==> config.mk <==
export PLATFORM = sky130hd
export DESIGN_NAME = rgb_group_bank
export DESIGN_NICKNAME = d
export VERILOG_FILES = /design/src/rtl/rgb_pkg.sv /design/src/rtl/rgb_fifo.sv /design/src/rtl/rgb_group_bank.sv
export SDC_FILE = /design/constraint.sdc
export NUM_CORES = 1
export LEC_CHECK = 0
export ABC_AREA = 1
export BUFFER_PORTS_ARGS = -buffer_cell sky130_fd_sc_hd__buf_2
export CELL_PAD_IN_SITES_DETAIL_PLACEMENT = 1
export CELL_PAD_IN_SITES_GLOBAL_PLACEMENT = 1
export CORE_MARGIN = 4
export CORE_UTILIZATION = 35
export CTS_CLUSTER_SIZE = 8
export DETAILED_ROUTE_END_ITERATION = 6
export PLACE_DENSITY_LB_ADDON = 0.1
export SLEW_MARGIN = 25
export SYNTH_ARGS = -nofsm -noshare
export SYNTH_HDL_FRONTEND = slang
export SYNTH_SLANG_ARGS = --single-unit
==> constraint.sdc <==
create_clock -name clk_i -period 5.05 [get_ports clk_i]
set_clock_uncertainty 0.1 [all_clocks]
set_input_delay 0 -clock clk_i [delete_from_list [all_inputs] [get_ports clk_i]]
set_output_delay 0 -clock clk_i [all_outputs]
set_load 0.03 [all_outputs]
==> src/rtl/rgb_pkg.sv <==
package rgb_pkg;

  // Register offsets on the device's register address space
  localparam logic [7:0] OFF_GROUP_DATA_BYTE2     = 8'h0d;
  localparam logic [7:0] OFF_GROUP_DATA_BYTE3     = 8'h0e;
  localparam logic [7:0] OFF_GROUP_DATA_BYTE4     = 8'h0f;
  localparam logic [7:0] OFF_GROUP_DATA_BYTE5     = 8'h10;
  localparam logic [7:0] OFF_GROUP_DATA_BYTE6     = 8'h11;
  localparam logic [7:0] OFF_GROUP_DATA_BYTE7     = 8'h12;
  localparam logic [7:0] OFF_GROUP_RECEIVE_STATUS = 8'h13;

  // Status field positions
  localparam int STS_UPDATE_BIT = 7;
  localparam int STS_E_DET_BIT  = 6;
  localparam int STS_TYPE_BIT   = 5;
  localparam int STS_SYNC_BIT   = 4;
  localparam int STS_ERR_HI     = 3;
  localparam int STS_ERR_LO     = 0;

  localparam logic [7:0] DATA_RESET   = 8'h00;
  localparam logic [7:0] STATUS_RESET = 8'h00;
  localparam logic [7:0] UNMAPPED_VAL = 8'h00;

  // Interrupt low pulse length
  localparam int CLK_HZ           = 20000000;
  localparam int INT_PULSE_US_X10 = 45000;
  localparam int INT_PULSE_CYC    = (CLK_HZ / 10000) * INT_PULSE_US_X10 / 1000;
  localparam int INT_CNT_W        = 17;

  // Group record: 6 data bytes, type, e-det, 4 errors
  localparam int GRP_W      = 54;
  localparam int FIFO_DEPTH = 16;

  typedef enum logic [1:0]
  {
    RGB_IDLE  = 2'b01,
    RGB_PULSE = 2'b10
  } rgb_int_state_t;

endpackage
==> src/rtl/rgb_fifo.sv <==
`timescale 1ns/100ps
module rgb_fifo
#(
  parameter int WIDTH = 8,
  parameter int DEPTH = 16
)
(
  input  wire logic             clk_i,
  input  wire logic             resetn_i,
  input  wire logic             in_valid_i,
  output logic                  in_ready_o,
  input  wire logic [WIDTH-1:0] in_data_i,
  output logic                  out_valid_o,
  input  wire logic             out_ready_i,
  output logic      [WIDTH-1:0] out_data_o
);

  localparam int AW = $clog2(DEPTH);

  logic [WIDTH-1:0] mem_r [DEPTH];
  logic [AW-1:0]    wr_ptr_r;
  logic [AW-1:0]    rd_ptr_r;
  logic [AW:0]      count_r;
  logic             push;
  logic             pop;

  assign in_ready_o  = (count_r != (AW+1)'(DEPTH));
  assign out_valid_o = (count_r != '0);
  assign push        = in_valid_i && in_ready_o;
  assign pop         = out_valid_o && out_ready_i;
  assign out_data_o  = mem_r[rd_ptr_r];

  always_ff @(posedge clk_i)
  begin
    if (push)
    begin
      mem_r[wr_ptr_r] <= in_data_i;
    end
  end

  always_ff @(posedge clk_i)
  begin
    if (!resetn_i)
    begin
      wr_ptr_r <= '0;
      rd_ptr_r <= '0;
      count_r  <= '0;
    end
    else
    begin
      if (push)
      begin
        wr_ptr_r <= wr_ptr_r + 1'b1;
      end
      if (pop)
      begin
        rd_ptr_r <= rd_ptr_r + 1'b1;
      end
      if (push && !pop)
      begin
        count_r <= count_r + 1'b1;
      end
      else if (pop && !push)
      begin
        count_r <= count_r - 1'b1;
      end
    end
  end

endmodule

==> src/rtl/rgb_group_bank.sv <==
// Summary of operation
// - Bit 7 of the status register toggles each time a new group lands.
// - With the enable set, the interrupt goes low 4.5 ms as the bit toggles.
// - Status bit 5 gives the third block type, 0 for C0 and 1 for C1.
// - Status bits 3 to 0 are the error flags of blocks 0, 1, 2 and 3.
// - An error flag reads 1 for a block with an error and 0 otherwise.
`timescale 1ns/100ps
module rgb_group_bank
  import rgb_pkg::*;
(
  input  wire logic       clk_i,
  input  wire logic       resetn_i,
  // Decoder side: one completed group per accepted strobe
  input  wire logic       grp_valid_i,
  output logic            grp_ready_o,
  input  wire logic [7:0] grp_byte2_i,
  input  wire logic [7:0] grp_byte3_i,
  input  wire logic [7:0] grp_byte4_i,
  input  wire logic [7:0] grp_byte5_i,
  input  wire logic [7:0] grp_byte6_i,
  input  wire logic [7:0] grp_byte7_i,
  input  wire logic       third_block_type_i,
  input  wire logic       e_block_det_i,
  input  wire logic       block_zero_error_i,
  input  wire logic       block_one_error_i,
  input  wire logic       block_two_error_i,
  input  wire logic       block_three_error_i,
  input  wire logic       block_sync_i,
  // Register read port
  input  wire logic [7:0] reg_addr_i,
  output logic [7:0]      reg_rdata_o,
  input  wire logic       group_int_en_i,
  output logic            int_n_o
);

  ////////////////////////////////////////////////////////////////////////////
  logic [GRP_W-1:0]     in_word;
  logic [GRP_W-1:0]     head_word;
  logic                 head_valid;
  logic                 load;
  logic [7:0]           data_r [6];
  logic [7:0]           status_r;
  logic [7:0]           rdata_nxt;
  rgb_int_state_t       int_state_r;
  logic [INT_CNT_W-1:0] int_cnt_r;

  assign in_word = {grp_byte2_i, grp_byte3_i, grp_byte4_i, grp_byte5_i,
                    grp_byte6_i, grp_byte7_i, e_block_det_i,
                    third_block_type_i, block_zero_error_i,
                    block_one_error_i, block_two_error_i,
                    block_three_error_i};

  // Buffer lets bursts of groups queue while the pulse logic drains them
  rgb_fifo #(
    .WIDTH (GRP_W),
    .DEPTH (FIFO_DEPTH)
  ) rgb_fifo_inst (
    .clk_i       (clk_i),
    .resetn_i    (resetn_i),
    .in_valid_i  (grp_valid_i),
    .in_ready_o  (grp_ready_o),
    .in_data_i   (in_word),
    .out_valid_o (head_valid),
    .out_ready_i (load),
    .out_data_o  (head_word)
  );

  // One group per pulse slot so every toggle gets its own interrupt
  assign load = head_valid && (int_state_r == RGB_IDLE);

  ////////////////////////////////////////////////////////////////////////////
  always_ff @(posedge clk_i)
  begin
    if (!resetn_i)
    begin
      for (int i = 0; i < 6; i++)
      begin
        data_r[i] <= DATA_RESET;
      end
    end
    else if (load)
    begin
      for (int i = 0; i < 6; i++)
      begin
        data_r[i] <= head_word[GRP_W-1-8*i -: 8];
      end
    end
  end

  always_ff @(posedge clk_i)
  begin
    if (!resetn_i)
    begin
      status_r <= STATUS_RESET;
    end
    else
    begin
      status_r[STS_SYNC_BIT] <= block_sync_i;
      if (load)
      begin
        status_r[STS_UPDATE_BIT] <= ~status_r[STS_UPDATE_BIT];
        status_r[STS_E_DET_BIT]  <= head_word[5];
        status_r[STS_TYPE_BIT]   <= head_word[4];
        status_r[STS_ERR_HI:STS_ERR_LO] <= head_word[3:0];
      end
    end
  end

  ////////////////////////////////////////////////////////////////////////////
  always_ff @(posedge clk_i)
  begin
    if (!resetn_i)
    begin
      int_state_r <= RGB_IDLE;
      int_cnt_r   <= '0;
    end
    else
    begin
      case (int_state_r)
        RGB_IDLE:
        begin
          if (load && group_int_en_i)
          begin
            int_state_r <= RGB_PULSE;
            int_cnt_r   <= INT_CNT_W'(INT_PULSE_CYC - 1);
          end
        end
        RGB_PULSE:
        begin
          if (int_cnt_r == '0)
          begin
            int_state_r <= RGB_IDLE;
          end
          else
          begin
            int_cnt_r <= int_cnt_r - 1'b1;
          end
        end
        default:
        begin
          int_state_r <= RGB_IDLE;
        end
      endcase
    end
  end

  assign int_n_o = (int_state_r != RGB_PULSE);

  ////////////////////////////////////////////////////////////////////////////
  // Read mux; writes do not exist on this port
  always_comb
  begin
    case (reg_addr_i)
      OFF_GROUP_DATA_BYTE2:     rdata_nxt = data_r[0];
      OFF_GROUP_DATA_BYTE3:     rdata_nxt = data_r[1];
      OFF_GROUP_DATA_BYTE4:     rdata_nxt = data_r[2];
      OFF_GROUP_DATA_BYTE5:     rdata_nxt = data_r[3];
      OFF_GROUP_DATA_BYTE6:     rdata_nxt = data_r[4];
      OFF_GROUP_DATA_BYTE7:     rdata_nxt = data_r[5];
      OFF_GROUP_RECEIVE_STATUS: rdata_nxt = status_r;
      default:                  rdata_nxt = UNMAPPED_VAL;
    endcase
  end

  always_ff @(posedge clk_i)
  begin
    if (!resetn_i)
    begin
      reg_rdata_o <= UNMAPPED_VAL;
    end
    else
    begin
      reg_rdata_o <= rdata_nxt;
    end
  end

  ////////////////////////////////////////////////////////////////////////////
  property p_toggle_on_load;
    @(posedge clk_i) disable iff (!resetn_i)
    load |=> (status_r[STS_UPDATE_BIT] != $past(status_r[STS_UPDATE_BIT]));
  endproperty
  a_toggle_on_load: assert property (p_toggle_on_load)
    else $error("update bit did not toggle on group load");

  property p_no_toggle_idle;
    @(posedge clk_i) disable iff (!resetn_i)
    !load |=> $stable(status_r[STS_UPDATE_BIT]);
  endproperty
  a_no_toggle_idle: assert property (p_no_toggle_idle)
    else $error("update bit changed without a group");

  property p_int_with_toggle;
    @(posedge clk_i) disable iff (!resetn_i)
    (load && group_int_en_i) |=> !int_n_o && $changed(status_r[7]);
  endproperty
  a_int_with_toggle: assert property (p_int_with_toggle)
    else $error("interrupt not asserted with toggle");

  property p_int_only_when_enabled;
    @(posedge clk_i) disable iff (!resetn_i)
    (int_state_r == RGB_IDLE && !(load && group_int_en_i)) |=> int_n_o;
  endproperty
  a_int_only_when_enabled: assert property (p_int_only_when_enabled)
    else $error("interrupt pulse without enabled group");

  property p_pulse_len;
    @(posedge clk_i) disable iff (!resetn_i)
    (int_state_r == RGB_PULSE && int_cnt_r == '0) |=> int_n_o;
  endproperty
  a_pulse_len: assert property (p_pulse_len)
    else $error("interrupt pulse too long");

  property p_type_bit;
    @(posedge clk_i) disable iff (!resetn_i)
    load |=> status_r[STS_TYPE_BIT] == $past(head_word[4]);
  endproperty
  a_type_bit: assert property (p_type_bit)
    else $error("third block type not stored");

  property p_err_bits;
    @(posedge clk_i) disable iff (!resetn_i)
    load |=> status_r[3:0] == $past(head_word[3:0]);
  endproperty
  a_err_bits: assert property (p_err_bits)
    else $error("block error flags not stored");

  property p_consistent;
    @(posedge clk_i) disable iff (!resetn_i)
    load |=> data_r[5] == $past(head_word[13:6])
             && status_r[0] == $past(head_word[0]);
  endproperty
  a_consistent: assert property (p_consistent)
    else $error("data and status not updated together");

  property p_read_status;
    @(posedge clk_i) disable iff (!resetn_i)
    (reg_addr_i == OFF_GROUP_RECEIVE_STATUS) |=> reg_rdata_o == $past(status_r);
  endproperty
  a_read_status: assert property (p_read_status)
    else $error("status read returned wrong value");

endmodule

==> run summary <==
For this run, the number of Yosys warnings is 0. The share of the yosys chip area belonging to registers was 0.741. The static leakage is 14.8 nW, and the largest incremental delay on the critical path is 0.73 ns.

Entering global routing, the biggest net connects 134 pins. The number of hold violations in the final report was 0; the number of enable-type register cells in the synthesized netlist was 912. The run gives 0.0449 sq mm as the post-route cell area. The run gives 0 as the number of setup buffers added after CTS. The die outline height was 339 um. The via count normalized by instance count was 5.36; the average wire per standard cell was 25.3 um.

The run gives 0.298 as the relative max-transition margin. The width of the die was 339 um. Across the VDD grid, the largest voltage drop is 0.273 mV. For the filler cell count, the log shows 11.2k. Setup total negative slack on the finished layout was measured at 0 ns. Compared with the post-synthesis result, the final layout area differs by 17.0%. Power spread over the standard cell area amounts to 517 mW/mm^2.

The run finished with clean final reports. The die area was 0.115 sq mm; the routed via count was 25.0k. The maximum clock path buffer count came out at 3.

Among the stages of the critical path, the cell type that occurs most often is nand2_1. The via count of the first global-routing pass came out at 26.2k. Summed over all layers, the global routing overflow is 0. The logs give 0 for the number of slew-limit violations in the final report and 343 MHz for the maximum clock rate. The share of total power in combinational logic is 0.224, and the number of diodes added for antenna fixing is 0. Before antenna repair, the detailed router went through 6 iterations.

The number of buffers created by CTS came out at 138. The placed instances occupy a cell area of 0.0404 sq mm. The core region is 0.109 sq mm. The cell area that synthesis handed to floorplanning was 0.0384 sq mm. The tools report the final hold slack as 0.102 ns. The tools report the final wirelength as 118,000 um. The run gives 0 as the max-capacitance violation count. The worst setup path is launched from a flip-flop. The sequential share of power is 0.415, and the violation count after the first detailed-routing iteration is 2,011.

Total of cells resized after clock tree synthesis: 0. The slew of the pin with the lowest slew margin came out at 1.05 ns. At the later pin of the worst-skew pair, clock insertion delay measures 0.73 ns. The internal power of the cells totals 15.8 mW. Setup violations remaining at the end of the flow were counted as 0. After synthesis, the netlist uses 30 different library cells. The final core utilization was 0.412; the area occupied by multi-input gates was 0.00893 sq mm.

The proportion of synthesized flip-flops having asynchronous set or reset works out to 0. For this run, design rule violations remaining after detail routing come to 0. Critical setup path kind: reg -> reg.

Clock-pin slew was measured on the worst setup and hold paths at 0.05 ns. Setup repair after global routing left no endpoint under its margin. The path class of the lowest-slack min-delay path was in -> reg. During I/O placement, the number of pins put on the boundary was 77. Count of nets after finishing: 3,274.

The final cycle utilization of the critical path is 0.577, and the minimum clock period is 2.91 ns. The first global-routing pass estimated 174,000 um of wire. The flip-flop cell with the highest count after synthesis was edfxtp_1. The total nets after synthesis is 3,132, and the post-synthesis sequential element count is 964. The root buffer cell chosen for the clock tree is clkbuf_16. On the critical path, the stage with the largest delay is an instance of nor2_4.

Summing all flip-flop and latch instances after layout gives 0.0284 sq mm. The count of nets left with antenna violations once routing finished came out at 0. The tools report the sum of net half-perimeters after detailed placement as 62,500 um. The proportion of layout cells with a drive suffix above 1 came out at 0.0982. The share of power burned in the clock network was 0.361. Walking the worst path, the cells encountered are nor2_1 -> nand4_1 -> nand2_1 -> inv_1 -> nand2_1 -> nor2_4 -> buf_4. The H-tree depth is 4. STA classifies the critical path endpoint as a flip-flop. Data on the critical path is required at its endpoint by 5.34 ns.

A synthesized cell averages 12.6 sq um. Switching share of power: 0.319. Synthesis produced 3,053 cells. TritonCTS built the clock tree. The tree built by TritonCTS fans out to 964 sinks.

The logs give 0.202 for the global-route total usage across every layer and 121 for the total number of placement rows. For this design the total switching power over the nets is 7.41 mW. In this run the worst path has a maximum fanout of 16. Initial antenna violation count: 1. The tools report the initial cell density of the core as 0.352. The count of input and output buffers is 76, and the placer's final routability congestion estimate is 0.742. The critical path data arrival time was 3.20 ns. The design draws 23.2 mW.
## placed cells by master, fill, tap and decap left out, drive strengths merged, types with 2 or more instances in the layout
| cell | count |
|---|---|
| nand3b | 5 |
| a21oi | 77 |
| nand3 | 191 |
| inv | 62 |
| xnor2 | 2 |
| nor2 | 726 |
| xor2 | 6 |
| nand4 | 3 |
| buf | 133 |
| o211ai | 207 |
| clkbuf | 181 |
| o21ai | 449 |
| dlygate4sd3 | 62 |
| or2 | 2 |
| nand2 | 150 |
| ha | 11 |
| a31oi | 7 |
| clkinv | 8 |
| dfxtp | 52 |
| nor3 | 2 |
| edfxtp | 912 |
## cells by family after synthesis
group	count (synthesis)	share of synthesized area
xor+xnor	8	0.00183
buf+inv	249	0.0297
simple gates	1080	0.113
fa+ha+maj	12	0.00411
flops	964	0.741
compound gates	740	0.110
## cells in the mapped netlist, types with 2 or more instances
cell type  number  area (sq um)
nand4_1         3          18.8
xor2_1          6          52.6
nand3_1       191           956
ha_1           11           138
buf_1          31           116
buf_2          35           175
o21ai_0       352          1760
o21ai_1        97           485
dfxtp_1        52          1040
o211ai_1      207          1550
inv_1          51           191
a21oi_1        77           385
buf_6          20           225
clkbuf_1      104           390
edfxtp_1      912         27400
xnor2_1         2          17.5
buf_4           3          22.5
nand2_1       149           559
nor2_1        725          2720
or2_2           2          12.5
inv_2           4          15.0
a31oi_1         7          43.8
nand3b_1        5          37.5
## final timing paths
kind                                                             from  depth (start not counted)  slack (ns)                              endpoint
worst max-delay path            rgb_fifo_inst.count_r[0]$_SDFFE_PN0P_                          7        2.14  rgb_fifo_inst.mem_r[0][33]$_DFFE_PP_
worst min-delay path                                   grp_byte3_i[3]                          2        0.10  rgb_fifo_inst.mem_r[2][41]$_DFFE_PP_
worst max register to register  rgb_fifo_inst.count_r[0]$_SDFFE_PN0P_                          7        2.14  rgb_fifo_inst.mem_r[0][33]$_DFFE_PP_
worst min register to register               status_r[6]$_SDFFE_PN0N_                          2        0.36              status_r[6]$_SDFFE_PN0N_
## stage by stage
stage / worst slack (ns) / std cells
floorplan: 0.999 / 3053
global placement: 2.13 / 4405
detailed placement: 1.93 / 4406
CTS: 1.91 / 4663
global route: 1.95 / 4664
finish: 2.14 / 4664
## state kept, by name (all words and copies together), names as in the netlist, named ones only
register,flops
int_state_r,2
rgb_fifo_inst.wr_ptr_r,4
rgb_fifo_inst.count_r,5
status_r,8
rgb_fifo_inst.mem_r,864
data_r,48
rgb_fifo_inst.rd_ptr_r,4
int_cnt_r,17
reg_rdata_o,8
## critical path, delay by kind of cell, from the launching register on
| family | cells | cell delay [ns] |
|---|---|---|
| AND/OR/NAND/NOR | 5 | 1.40 |
| buffers and inverters | 2 | 0.64 |
| flip-flops | 1 | 0.42 |
## cell type report
class | count | share of cell area
sequential | 964 | 0.634
multi-input combinational | 1840 | 0.199
clock buffer | 181 | 0.0810
tap | 1414 | 0.0394
timing repair buffer | 195 | 0.0374
inverter | 56 | 0.00499
clock inverter | 14 | 0.00424
## power by group through the flow
stage | Clock (mW) | Sequential (mW) | Combinational, mW
2_1_floorplan | 0 | 9.54 | 3.67
5_1_grt | 8.95 | 9.66 | 5.87
3_5_place_dp | 0 | 9.77 | 5.22
3_3_place_gp | 0 | 9.77 | 5.11
4_1_cts | 8.60 | 9.63 | 5.29
6_report | 8.38 | 9.62 | 5.20
## what timing repair did
action	in CTS	in global routing
hold buffers	62	0
endpoints found under the setup margin	0	0
endpoints found under the hold margin	897	0
## layer usage
| layer | global-route usage | share of wire | vias up |
|---|---|---|---|
| met4 | 0.0485 | 0.016 | 0 |
| met1 | 0.286 | 0.47 | 12930 |
| met5 | 0 | 0 | - |
| met3 | 0.0332 | 0.041 | 159 |
| li1 | - | - | 11395 |
| met2 | 0.327 | 0.47 | 527 |
Note: power is estimated with default switching activity, not from simulation.
